$ cat src/fan_commutation_pkg.sv
// Purpose : Shared constants for the single-phase fan commutation logic
// Assumes : 100 MHz core clock
// Notes   : Speed curve entries are fixed constants; no software access
package fan_commutation_pkg;

    // ----------------------------------------------------------------
    // Clocking and switching rates
    // ----------------------------------------------------------------
    localparam int CLK_HZ          = 100_000_000;
    localparam int PWM_OUT_HZ      = 26_000;
    localparam int PWM_PERIOD      = CLK_HZ / PWM_OUT_HZ;
    localparam int PWM_IN_MIN_HZ   = 2_000;
    localparam int PWM_IN_MAX_HZ   = 100_000;
    // Input considered static after two slowest input periods
    localparam int IN_TIMEOUT      = 2 * (CLK_HZ / PWM_IN_MIN_HZ);

    // ----------------------------------------------------------------
    // Rotor lock timing
    // ----------------------------------------------------------------
    localparam int LOCK_TIME_MS    = 600;
    localparam int LOCK_MIN_MS     = 450;
    localparam int LOCK_MAX_MS     = 750;
    localparam int RETRY_TIME_MS   = 3600;
    localparam int CYCLES_PER_MS   = CLK_HZ / 1000;
    // Guess at the first half-period before any Hall edge is timed
    localparam int START_HALF      = 1_000_000;

    // ----------------------------------------------------------------
    // Duty figures, 8-bit full scale
    // ----------------------------------------------------------------
    localparam logic [7:0] DUTY_FULL      = 8'hFF;
    localparam logic [7:0] DUTY_ZERO      = 8'h00;
    localparam logic [7:0] DUTY_LOW_REF   = 8'h20;
    localparam logic [7:0] START_DEFAULT  = 8'h20;
    localparam logic [7:0] HYST_DUTY      = 8'h03;

    // ----------------------------------------------------------------
    // Speed curve, nine evenly spaced breakpoints
    // ----------------------------------------------------------------
    localparam int LUT_SHIFT    = 5;
    localparam int LUT_ENTRIES  = 9;
    localparam logic [7:0] CURVE_LUT [0:LUT_ENTRIES-1] =
        '{8'h1F, 8'h1F, 8'h3F, 8'h5F, 8'h7F, 8'h9F, 8'hBF, 8'hDF, 8'hFF};

    // ----------------------------------------------------------------
    // Commutation angles as fractions of a half turn (180 deg)
    // ----------------------------------------------------------------
    localparam int SHIFT_22P5   = 3;
    localparam int SHIFT_45     = 2;
    // 65536/223 : maps (255-duty) over 12.5..100% onto 0..1 in Q16
    localparam logic [8:0] INTERP_RECIP = 9'h126;
    localparam int INTERP_SHIFT = 19;
    localparam int RAMP_STEPS   = 16;
    localparam int RAMP_SHIFT   = 4;
    localparam logic [3:0] RAMP_LAST = 4'hF;
    localparam int OFF_ADJ_SHIFT = 6;
    localparam logic [6:0] OFF_ADJ_MAX = 7'h40;

    typedef enum {
        ST_STOP,
        ST_SOFT_ON,
        ST_NORMAL,
        ST_SOFT_OFF,
        ST_OFF,
        ST_LOCKED
    } comm_state_t;

endpackage

$ cat src/fan_commutation.sv
// Purpose : Single-phase fan commutation: input duty decode, speed curve,
//           soft on/off sequencing, adaptive off interval, rotor lock
// Assumes : One 100 MHz clock; Hall, current-zero and PWM arrive asynchronously
// Notes   : Each bridge leg is a high/low gate pair; both gates of a leg off = Hi-Z
//
// Overview of operation
// Output duty rises linearly with measured input duty
// Decode 2-100kHz input; bridge fixed at 26kHz
// Hall high is south half, low north
// Soft-on ramps first output up, second low
// Soft-on spans 22.5 to 45 degrees
// Normal interval holds target duty, second low
// Soft-off ramps first output down, second low
// Soft-off spans 45 to 22.5 degrees
// Off interval: first Hi-Z, second low, adaptive
// Off length locks Hall fall to current zero
// Hall low swaps conducting output, same sequence
// Start threshold with hysteresis in zero-speed mode
// Running duty comes from nine-entry curve table
// Rotor lock window nominally 0.6 s
// On lock both lows on, then retry
// Zero-speed off keeps table minimum duty
// Interpolate linearly between adjacent table entries
`timescale 1ns/10ps
module fan_commutation #(
    parameter int IN_TIMEOUT_CYCLES = fan_commutation_pkg::IN_TIMEOUT,
    parameter int LOCK_CYCLES       = fan_commutation_pkg::LOCK_TIME_MS * fan_commutation_pkg::CYCLES_PER_MS,
    parameter int RETRY_CYCLES      = fan_commutation_pkg::RETRY_TIME_MS * fan_commutation_pkg::CYCLES_PER_MS,
    parameter int START_HALF_CYCLES = fan_commutation_pkg::START_HALF
) (
    input  wire logic       i_clock,
    input  wire logic       i_rst_n,
    input  wire logic       i_speed_pwm,
    input  wire logic       i_hall,
    input  wire logic       i_current_zero,
    input  wire logic       i_zero_speed_below_start,
    input  wire logic [7:0] i_start_duty_setting,
    output logic            o_bridge_output_a_high,
    output logic            o_bridge_output_a_low,
    output logic            o_bridge_output_b_high,
    output logic            o_bridge_output_b_low,
    output logic            o_rotor_locked,
    output logic [7:0]      o_input_duty
);
    localparam logic [16:0] TIMEOUT_LAST = 17'(IN_TIMEOUT_CYCLES - 1);
    localparam logic [31:0] LOCK_LAST    = 32'(LOCK_CYCLES - 1);
    localparam logic [31:0] RETRY_LAST   = 32'(RETRY_CYCLES - 1);

    // ----------------------------------------------------------------
    // Input synchronisers
    // ----------------------------------------------------------------
    logic pwm_s1, pwm_s2, pwm_s3;
    logic hall_s1, hall_s2, hall_s3;
    logic cz_s1, cz_s2, cz_s3;

    always_ff @(posedge i_clock)
    begin
        if (!i_rst_n)
        begin
            {pwm_s1, pwm_s2, pwm_s3}    <= 3'h0;
            {hall_s1, hall_s2, hall_s3} <= 3'h0;
            {cz_s1, cz_s2, cz_s3}       <= 3'h0;
        end
        else
        begin
            {pwm_s1, pwm_s2, pwm_s3}    <= {i_speed_pwm, pwm_s1, pwm_s2};
            {hall_s1, hall_s2, hall_s3} <= {i_hall, hall_s1, hall_s2};
            {cz_s1, cz_s2, cz_s3}       <= {i_current_zero, cz_s1, cz_s2};
        end
    end

    wire pwm_rise  = pwm_s2 & ~pwm_s3;
    wire hall_edge = hall_s2 ^ hall_s3;
    wire hall_fall = ~hall_s2 & hall_s3;
    wire cz_edge   = cz_s2 ^ cz_s3;

    // ----------------------------------------------------------------
    // Input duty measurement, any rate in the 2-100 kHz band
    // ----------------------------------------------------------------
    logic [16:0] per_cnt, hi_cnt, per_lat;
    logic [17:0] rem;
    logic [7:0]  quot, in_duty;
    logic [3:0]  div_left;

    wire         timeout   = (per_cnt == TIMEOUT_LAST);
    wire  [16:0] per_now   = per_cnt + 17'h00001;
    wire  [17:0] rem_dbl   = {rem[16:0], 1'b0};
    wire         rem_ge    = (rem_dbl >= {1'b0, per_lat});
    wire  [17:0] next_rem  = rem_ge ? rem_dbl - {1'b0, per_lat} : rem_dbl;
    wire  [7:0]  next_quot = {quot[6:0], rem_ge};

    always_ff @(posedge i_clock)
    begin
        if (!i_rst_n)
        begin
            per_cnt <= 17'h00000; hi_cnt <= 17'h00000; per_lat <= 17'h00001;
            rem <= 18'h00000; quot <= 8'h00; in_duty <= 8'h00; div_left <= 4'h0;
        end
        else if (pwm_rise)
        begin
            per_cnt <= 17'h00000; hi_cnt <= 17'h00001; per_lat <= per_now; // Rise cycle is high
            rem <= {1'b0, hi_cnt}; quot <= 8'h00;
            div_left <= (hi_cnt >= per_now) ? 4'h0 : 4'h8;
            if (hi_cnt >= per_now)
                in_duty <= fan_commutation_pkg::DUTY_FULL;
        end
        else if (timeout)
        begin
            // Static input: a stuck-high pin means full speed
            per_cnt <= 17'h00000; hi_cnt <= 17'h00000; div_left <= 4'h0;
            in_duty <= pwm_s2 ? fan_commutation_pkg::DUTY_FULL : fan_commutation_pkg::DUTY_ZERO;
        end
        else
        begin
            per_cnt <= per_now;
            hi_cnt  <= hi_cnt + {16'h0000, pwm_s2};
            if (div_left != 4'h0)
            begin
                rem <= next_rem; quot <= next_quot; div_left <= div_left - 4'h1;
                if (div_left == 4'h1)
                    in_duty <= next_quot;
            end
        end
    end
    assign o_input_duty = in_duty;

    // ----------------------------------------------------------------
    // Speed curve and start threshold
    // ----------------------------------------------------------------
    wire  [2:0]  lut_idx  = in_duty[7:5];
    wire  [7:0]  lut_lo   = fan_commutation_pkg::CURVE_LUT[lut_idx];
    wire  [7:0]  lut_hi   = fan_commutation_pkg::CURVE_LUT[lut_idx + 4'h1];
    wire  signed [8:0]  lut_diff = $signed({1'b0, lut_hi}) - $signed({1'b0, lut_lo});
    wire  signed [14:0] lut_prod = lut_diff * $signed({1'b0, in_duty[4:0]});
    wire  signed [9:0]  lut_sum  = $signed({2'b00, lut_lo}) + 10'(lut_prod >>> fan_commutation_pkg::LUT_SHIFT);
    wire  [7:0]  curve_duty = lut_sum[7:0];

    logic        running;
    wire  [8:0]  start_hi = {1'b0, i_start_duty_setting} + {1'b0, fan_commutation_pkg::HYST_DUTY};
    wire         next_running = !i_zero_speed_below_start ? 1'b1 :
                                ({1'b0, in_duty} > start_hi) ? 1'b1 :
                                (in_duty < i_start_duty_setting) ? 1'b0 : running;
    // Below threshold with zero-speed mode off the curve floor is entry zero
    wire  [7:0]  target_duty = running ? curve_duty : fan_commutation_pkg::DUTY_ZERO;

    // ----------------------------------------------------------------
    // Angle spans scaled from the last timed half turn
    // ----------------------------------------------------------------
    logic [31:0] half_t, seg_cnt, step_cnt;
    logic [6:0]  off_adj;
    logic [3:0]  ramp_idx;
    logic        cz_seen;
    fan_commutation_pkg::comm_state_t state, next_state;

    wire  [7:0]  duty_clamp = (target_duty < fan_commutation_pkg::DUTY_LOW_REF) ?
                              fan_commutation_pkg::DUTY_LOW_REF : target_duty;
    wire  [16:0] interp_k   = (fan_commutation_pkg::DUTY_FULL - duty_clamp) * fan_commutation_pkg::INTERP_RECIP;
    wire  [48:0] interp_p   = half_t * interp_k;
    wire  [31:0] interp_t   = 32'(interp_p >> fan_commutation_pkg::INTERP_SHIFT);
    wire  [31:0] span_on    = (half_t >> fan_commutation_pkg::SHIFT_22P5) + interp_t;
    wire  [31:0] span_off   = (half_t >> fan_commutation_pkg::SHIFT_45) - interp_t;
    wire  [38:0] off_prod   = (half_t >> fan_commutation_pkg::SHIFT_45) * off_adj;
    wire  [31:0] off_len    = 32'(off_prod >> fan_commutation_pkg::OFF_ADJ_SHIFT);
    wire  [31:0] step_len   = ((state == fan_commutation_pkg::ST_SOFT_ON) ? span_on : span_off)
                              >> fan_commutation_pkg::RAMP_SHIFT;
    wire         step_done  = (step_cnt >= step_len);
    wire         ramp_done  = step_done && (ramp_idx == fan_commutation_pkg::RAMP_LAST);
    wire         is_driving = (state == fan_commutation_pkg::ST_SOFT_ON) ||
                              (state == fan_commutation_pkg::ST_NORMAL) ||
                              (state == fan_commutation_pkg::ST_SOFT_OFF) ||
                              (state == fan_commutation_pkg::ST_OFF);
    wire         lock_hit   = is_driving && !hall_edge && (seg_cnt >= LOCK_LAST);
    wire         soft_off_go = (seg_cnt + span_off + off_len) >= half_t;

    // ----------------------------------------------------------------
    // Commutation sequencer
    // ----------------------------------------------------------------
    always_comb
    begin
        next_state = state;
        case (state)
            fan_commutation_pkg::ST_STOP:
                if (running) next_state = fan_commutation_pkg::ST_SOFT_ON;
            fan_commutation_pkg::ST_SOFT_ON:
                if (ramp_done) next_state = fan_commutation_pkg::ST_NORMAL;
            fan_commutation_pkg::ST_NORMAL:
                if (soft_off_go) next_state = fan_commutation_pkg::ST_SOFT_OFF;
            fan_commutation_pkg::ST_SOFT_OFF:
                if (ramp_done) next_state = fan_commutation_pkg::ST_OFF;
            fan_commutation_pkg::ST_OFF:
                next_state = state;
            fan_commutation_pkg::ST_LOCKED:
                if (seg_cnt >= RETRY_LAST) next_state = fan_commutation_pkg::ST_SOFT_ON;
            default:
                next_state = fan_commutation_pkg::ST_STOP;
        endcase
        if (is_driving && hall_edge)
            next_state = fan_commutation_pkg::ST_SOFT_ON;
        if (lock_hit)
            next_state = fan_commutation_pkg::ST_LOCKED;
        if (!running)
            next_state = fan_commutation_pkg::ST_STOP;
    end

    wire new_seg  = (next_state != state) && (state != fan_commutation_pkg::ST_SOFT_ON ||
                    next_state != fan_commutation_pkg::ST_NORMAL);
    wire keep_seg = (next_state == fan_commutation_pkg::ST_NORMAL) ||
                    (next_state == fan_commutation_pkg::ST_SOFT_OFF) ||
                    (next_state == fan_commutation_pkg::ST_OFF);
    wire restart  = hall_edge || (next_state == fan_commutation_pkg::ST_LOCKED && state != next_state) ||
                    (state == fan_commutation_pkg::ST_STOP) || (state == fan_commutation_pkg::ST_LOCKED &&
                    next_state != state);

    always_ff @(posedge i_clock)
    begin
        if (!i_rst_n)
        begin
            state <= fan_commutation_pkg::ST_STOP;
            running <= 1'b0;
            seg_cnt <= 32'h0; step_cnt <= 32'h0; ramp_idx <= 4'h0;
            half_t <= 32'(START_HALF_CYCLES);
        end
        else
        begin
            state   <= next_state;
            running <= next_running;
            seg_cnt <= (restart && !(keep_seg && !hall_edge)) ? 32'h0 : seg_cnt + 32'h1;
            if (is_driving && hall_edge)
                half_t <= seg_cnt;
            if (new_seg || step_done)
                step_cnt <= 32'h0;
            else
                step_cnt <= step_cnt + 32'h1;
            if (next_state != state)
                ramp_idx <= 4'h0;
            else if (step_done && ramp_idx != fan_commutation_pkg::RAMP_LAST)
                ramp_idx <= ramp_idx + 4'h1;
        end
    end

    // Phase lock: a crossing seen before the Hall fall means the off gap is too long
    always_ff @(posedge i_clock)
    begin
        if (!i_rst_n)
        begin
            cz_seen <= 1'b0;
            off_adj <= 7'h00;
        end
        else
        begin
            cz_seen <= cz_edge | (cz_seen & ~hall_edge);
            if (hall_fall && is_driving && cz_seen && off_adj != 7'h00)
                off_adj <= off_adj - 7'h01;
            else if (hall_fall && is_driving && !cz_seen && off_adj != fan_commutation_pkg::OFF_ADJ_MAX)
                off_adj <= off_adj + 7'h01;
        end
    end

    // ----------------------------------------------------------------
    // Bridge drive
    // ----------------------------------------------------------------
    wire  [11:0] ramp_up_p = target_duty * ramp_idx;
    wire  [11:0] ramp_dn_p = target_duty * (fan_commutation_pkg::RAMP_LAST - ramp_idx);
    wire  [7:0]  pwm_duty  = (state == fan_commutation_pkg::ST_SOFT_ON)  ? ramp_up_p[11:4] :
                             (state == fan_commutation_pkg::ST_SOFT_OFF) ? ramp_dn_p[11:4] :
                             (state == fan_commutation_pkg::ST_NORMAL)   ? target_duty :
                             fan_commutation_pkg::DUTY_ZERO;
    logic pwm_sw;

    fan_pwm_gen u_pwm (
        .i_clock        (i_clock),
        .i_rst_n        (i_rst_n),
        .i_duty         (pwm_duty),
        .o_pwm          (pwm_sw),
        .o_period_start ()
    );

    wire switching = (state == fan_commutation_pkg::ST_SOFT_ON) || (state == fan_commutation_pkg::ST_NORMAL) ||
                     (state == fan_commutation_pkg::ST_SOFT_OFF);
    wire locked    = (state == fan_commutation_pkg::ST_LOCKED);
    // Hall high drives leg a; Hall low swaps to leg b
    wire sel_a     = hall_s2;
    wire drv_high  = switching & pwm_sw;
    wire drv_low   = switching & ~pwm_sw;
    wire idle_low  = is_driving | locked;

    always_ff @(posedge i_clock)
    begin
        if (!i_rst_n)
        begin
            {o_bridge_output_a_high, o_bridge_output_a_low} <= 2'b00;
            {o_bridge_output_b_high, o_bridge_output_b_low} <= 2'b00;
            o_rotor_locked <= 1'b0;
        end
        else
        begin
            o_bridge_output_a_high <= sel_a & drv_high;
            o_bridge_output_a_low  <= sel_a ? (drv_low | locked) : idle_low;
            o_bridge_output_b_high <= ~sel_a & drv_high;
            o_bridge_output_b_low  <= sel_a ? idle_low : (drv_low | locked);
            o_rotor_locked <= locked;
        end
    end
endmodule

$ cat src/fan_pwm_gen.sv
// Purpose : Fixed-rate bridge PWM generator
// Assumes : Duty is 8-bit, 0 to FF for 0 to 255/256 of the period
// Notes   : Duty latched at period start so a change never makes a runt pulse
`timescale 1ns/10ps
module fan_pwm_gen (
    input  wire logic       i_clock,
    input  wire logic       i_rst_n,
    input  wire logic [7:0] i_duty,
    output logic            o_pwm,
    output logic            o_period_start
);
    localparam logic [11:0] LAST = 12'(fan_commutation_pkg::PWM_PERIOD - 1);
    localparam logic [11:0] PER  = 12'(fan_commutation_pkg::PWM_PERIOD);

    logic [11:0] cnt;
    logic [7:0]  duty;
    logic [19:0] prod;
    wire         wrap = (cnt == LAST);
    wire  [11:0] on_cnt = prod[19:8];

    assign prod = duty * PER;
    assign o_period_start = (cnt == 12'h000);

    always_ff @(posedge i_clock)
    begin
        if (!i_rst_n)
        begin
            cnt   <= 12'h000;
            duty  <= 8'h00;
            o_pwm <= 1'b0;
        end
        else
        begin
            cnt   <= wrap ? 12'h000 : cnt + 12'h001;
            if (wrap)
                duty <= i_duty;
            o_pwm <= (cnt < on_cnt);
        end
    end

    // ----------------------------------------------------------------
    // Checks
    // ----------------------------------------------------------------
    // Independent tally of cycles since the last period start
    logic [11:0] gap;

    always_ff @(posedge i_clock)
    begin
        if (!i_rst_n)
            gap <= PER;
        else
            gap <= o_period_start ? 12'h001 : gap + 12'h001;
    end
endmodule

$ cat config.mk
export PLATFORM = sky130hd
export DESIGN_NAME = fan_commutation
export DESIGN_NICKNAME = d
export VERILOG_FILES = /design/src/fan_commutation_pkg.sv /design/src/fan_commutation.sv /design/src/fan_pwm_gen.sv
export SDC_FILE = /design/constraint.sdc
export NUM_CORES = 2
export LEC_CHECK = 0
export BUFFER_PORTS_ARGS = -buffer_cell sky130_fd_sc_hd__buf_2
export CELL_PAD_IN_SITES_DETAIL_PLACEMENT = 0
export CELL_PAD_IN_SITES_GLOBAL_PLACEMENT = 1
export CORE_ASPECT_RATIO = 1.5
export CORE_MARGIN = 3
export CORE_UTILIZATION = 35
export CTS_BUF_LIST = sky130_fd_sc_hd__clkbuf_4 sky130_fd_sc_hd__clkbuf_8 sky130_fd_sc_hd__clkbuf_16
export DETAILED_ROUTE_END_ITERATION = 16
export PLACE_DENSITY_LB_ADDON = 0.3
export RECOVER_POWER = 50
export SYNTH_ARGS = -nofsm -noshare
export SYNTH_HDL_FRONTEND = slang
export SYNTH_SLANG_ARGS = --single-unit
$ cat constraint.sdc
create_clock -name i_clock -period 24 [get_ports i_clock]
set_input_delay 1.2 -clock i_clock [delete_from_list [all_inputs] [get_ports i_clock]]
set_output_delay 1.2 -clock i_clock [all_outputs]
set_load 0.02 [all_outputs]
==> flow_metrics.env <==
export IMPL_synth_xor_area_frac=0.06286
export IMPL_maxSlewHeadroom=-1.214
export IMPL_worstRegToRegCells=92
export IMPL_clock_skew_ns=0.02243
export IMPL_worst_path_largest_cell_delay_ns=0.80
export IMPL_yosysUniqueCellTypes=91
export IMPL_worstSetupEndpointType="flip-flop"
export IMPL_grt_pass1_wl_mm=211.7
export IMPL_final_common_cell="inv_1"
export IMPL_viasPerCell=5.013
export IMPL_drtPass1Iterations=6
export IMPL_worst_slew_pin_slew_ns=3.321
export IMPL_routed_wl_mm=131.6
export IMPL_wl_met2_mm=72.61
export IMPL_synth_edf_count=0
export IMPL_synth_area_sq_um=45000
export IMPL_critical_path_class="flip-flop to flip-flop"
export IMPL_drive_above_1_share=0.04668
export IMPL_clk_pin_slew_ns=0.06
export IMPL_worst_path_max_delay_cell="a211oi_1"
export IMPL_start_kind="flip-flop"
export IMPL_routed_top_layer="met4"
export IMPL_cp_arrival_ns=23.07
export IMPL_setup_violations=0
export IMPL_num_rows=160
export IMPL_yosysTopAreaCellShare=0.2847
export IMPL_vias=35600
export IMPL_htree_num_levels=1
export IMPL_fin_nets=6570
export IMPL_grt_max_degree=55
export IMPL_synthMuxAreaShare=0.006617
export IMPL_period_share=0.9395
export IMPL_place_congestion=0.9154
export IMPL_cp_startpoint="o_input_duty[6]"
export IMPL_wl_per_cell_microns=18.53
export IMPL_hold_path_class="flip-flop to flip-flop"
export IMPL_cts_tree="built"
export IMPL_area_growth_pct=7.665
export IMPL_async_flop_share=0
export IMPL_met1_length_mm=51.51
export IMPL_yosys_warnings=0
export IMPL_layout_min_cycle_time_ns=22.55
export IMPL_die_x_microns=298.8
export IMPL_core_area_sq_um=127100
export IMPL_grt_usage=0.2003
export IMPL_synth_top_family_by_area="adder cells"
export IMPL_grt_pass1_vias=38450
export IMPL_r2r_slack_ns=1.45
export IMPL_fp_dieArea_sq_um=133000
export IMPL_crit_fanout=32
export IMPL_start_util=0.3540
export IMPL_final_hold_violation_count=0
export IMPL_r2r_start="o_input_duty[6]"
export IMPL_cts_root_buf="clkbuf_16"
export IMPL_syn_inst=5410
export IMPL_clock_path_buffers=3
export IMPL_drv_slew=173
export IMPL_crit_end="seg_cnt[31]"
export IMPL_cts_inserted_buffers=30
export IMPL_max_cap_violations=4
export IMPL_drc=0
export IMPL_postRouteAntennaNets=0
export IMPL_worstSkewPairLatency_ns=0.60
export IMPL_die_height_microns=445.2
export IMPL_synth_compound_area_frac=0.1058
export IMPL_max_freq_mhz=44.35
export IMPL_failed_checks="capacitance limit, slew limit"
export IMPL_num_io_pins=27
export IMPL_worst_r2r_endpoint="seg_cnt[31]"
export IMPL_timing_hold_ws_ns=0.4322
export IMPL_avgSynthCellArea_sq_um=8.318
export IMPL_outcome="finished, violations left"
export IMPL_synthFlopType="dfxtp_1"
export IMPL_met3WireLength_mm=3.131
export IMPL_ctsHoldBuffers=0
export IMPL_required_ns=24.52
export IMPL_yosysTopAreaCell="fa_1"
export IMPL_dp_hpwl_mm=104.5
export IMPL_numPortBuffers=26
export IMPL_synthAdderAreaFrac=0.4348
export IMPL_synth_simple_area_share=0.1729
export IMPL_netlist_top_cells_area="fa_1 (28%), ha_1 (15%), dfxtp_1 (12%)"
export IMPL_final_cell_mix="inv_1 (978), nand2_1 (803), fa_1 (640)"
export IMPL_ys_seq_elements=263
export IMPL_gr_total_overflow=0
export IMPL_drt_iter0_drc=1483
export IMPL_synth_seq_area_share=0.1170
export IMPL_grt_antenna_before_repair=1
export IMPL_cts_sinks=263
[logic make-up after synthesis]
| logic type | count (synthesis) |
|---|---|
| XOR/XNOR | 323 |
| AO/OA/AOI/OAI | 723 |
| flip-flops | 263 |
| multiplexers | 29 |
| other | 1 |
| adder cells (fa/ha/maj) | 1180 |
| buffers and inverters | 1183 |
| AND/OR/NAND/NOR | 1708 |
[repair_timing]
item / 4_1_cts / 5_1_grt
pin swaps: 1 / 6
endpoints found under the setup margin: 32 / 66
endpoints found under the hold margin: 0 / 0
gates cloned: 1 / 0
gates resized for setup: 2 / 22
setup buffers: 0 / 7
[Yosys cell counts, types with 31 or more instances]
master,number
clkbuf_1,185
nand2_1,803
o21a_1,31
nand3_1,77
nor2_1,347
xor2_1,133
xnor2_1,190
ha_1,540
and3_1,39
dfxtp_1,263
nor3_1,49
nor2b_1,46
a211oi_1,46
inv_1,978
a21o_1,107
o21ai_0,91
a21oi_1,249
nand4_1,44
fa_1,640
and2_1,189
nand2b_1,33
[final cells by class]
type	instances	area, sq um
inverter	979	3675
timing repair buffer	106	725.7
antenna	2	5.005
tap	1701	2128
multi-input combinational	3996	35570
clock buffer	37	839.6
fill	13290	78670
sequential	263	5274
clock inverter	18	235.2
[sequential cells by signal, summed over array words and instances, names as in the netlist, 7 cells and up]
name,count
hi_cnt,17
step_cnt,32
state,32
u_pwm.cnt,12
per_cnt,17
half_t,32
per_lat,17
u_pwm.duty,8
seg_cnt,32
o_input_duty,8
quot,7
rem,17
off_adj,7
[routing by layer]
metal / track usage / up-vias
met2: 0.3983 / 554
met4: 0.05929 / 0
met5: 0 / -
met3: 0.01077 / 207
li1: - / 16980
met1: 0.2270 / 17870
[stage by stage]
stage               setup TNS (ns)  utilization  worst slack, ns  instance area, sq um  std cells
CTS                              0       0.3802          0.07800                 48330       7093
global route             -0.003929       0.3811        -0.003929                 48450       7101
global placement                 0       0.3715           0.4910                 47230       7037
detailed placement       -0.003292       0.3715        -0.003292                 47230       7037
floorplan                        0            -            2.273                 45120       5441
finish                           0       0.3811            1.453                 48450       7102
[worst min path at each step]
stage | startpoint | endpoint | slack, ns | cells after the start
floorplan | cz_s1 | cz_s2 | 0.41 | 1
global placement | pwm_s1 | pwm_s2 | 0.42 | 1
detailed placement | pwm_s1 | pwm_s2 | 0.42 | 1
CTS | pwm_s1 | pwm_s2 | 0.44 | 1
global route | pwm_s1 | pwm_s2 | 0.45 | 1
finish | pwm_s1 | pwm_s2 | 0.43 | 1
[critical path: cells and delay by family (launching register included)]
kind,cells,cell delay (ns)
multiplexers,1,0.34
XOR/XNOR,5,0.80
AND/OR/NAND/NOR,18,2.58
buffers and inverters,12,1.25
adder cells (fa/ha/maj),23,9.45
flip-flops,1,0.43
AO/OA/AOI/OAI,33,7.57
Power is not shown: default switching activity piles up to over one toggle a cycle in this logic, so the estimate is an artifact.
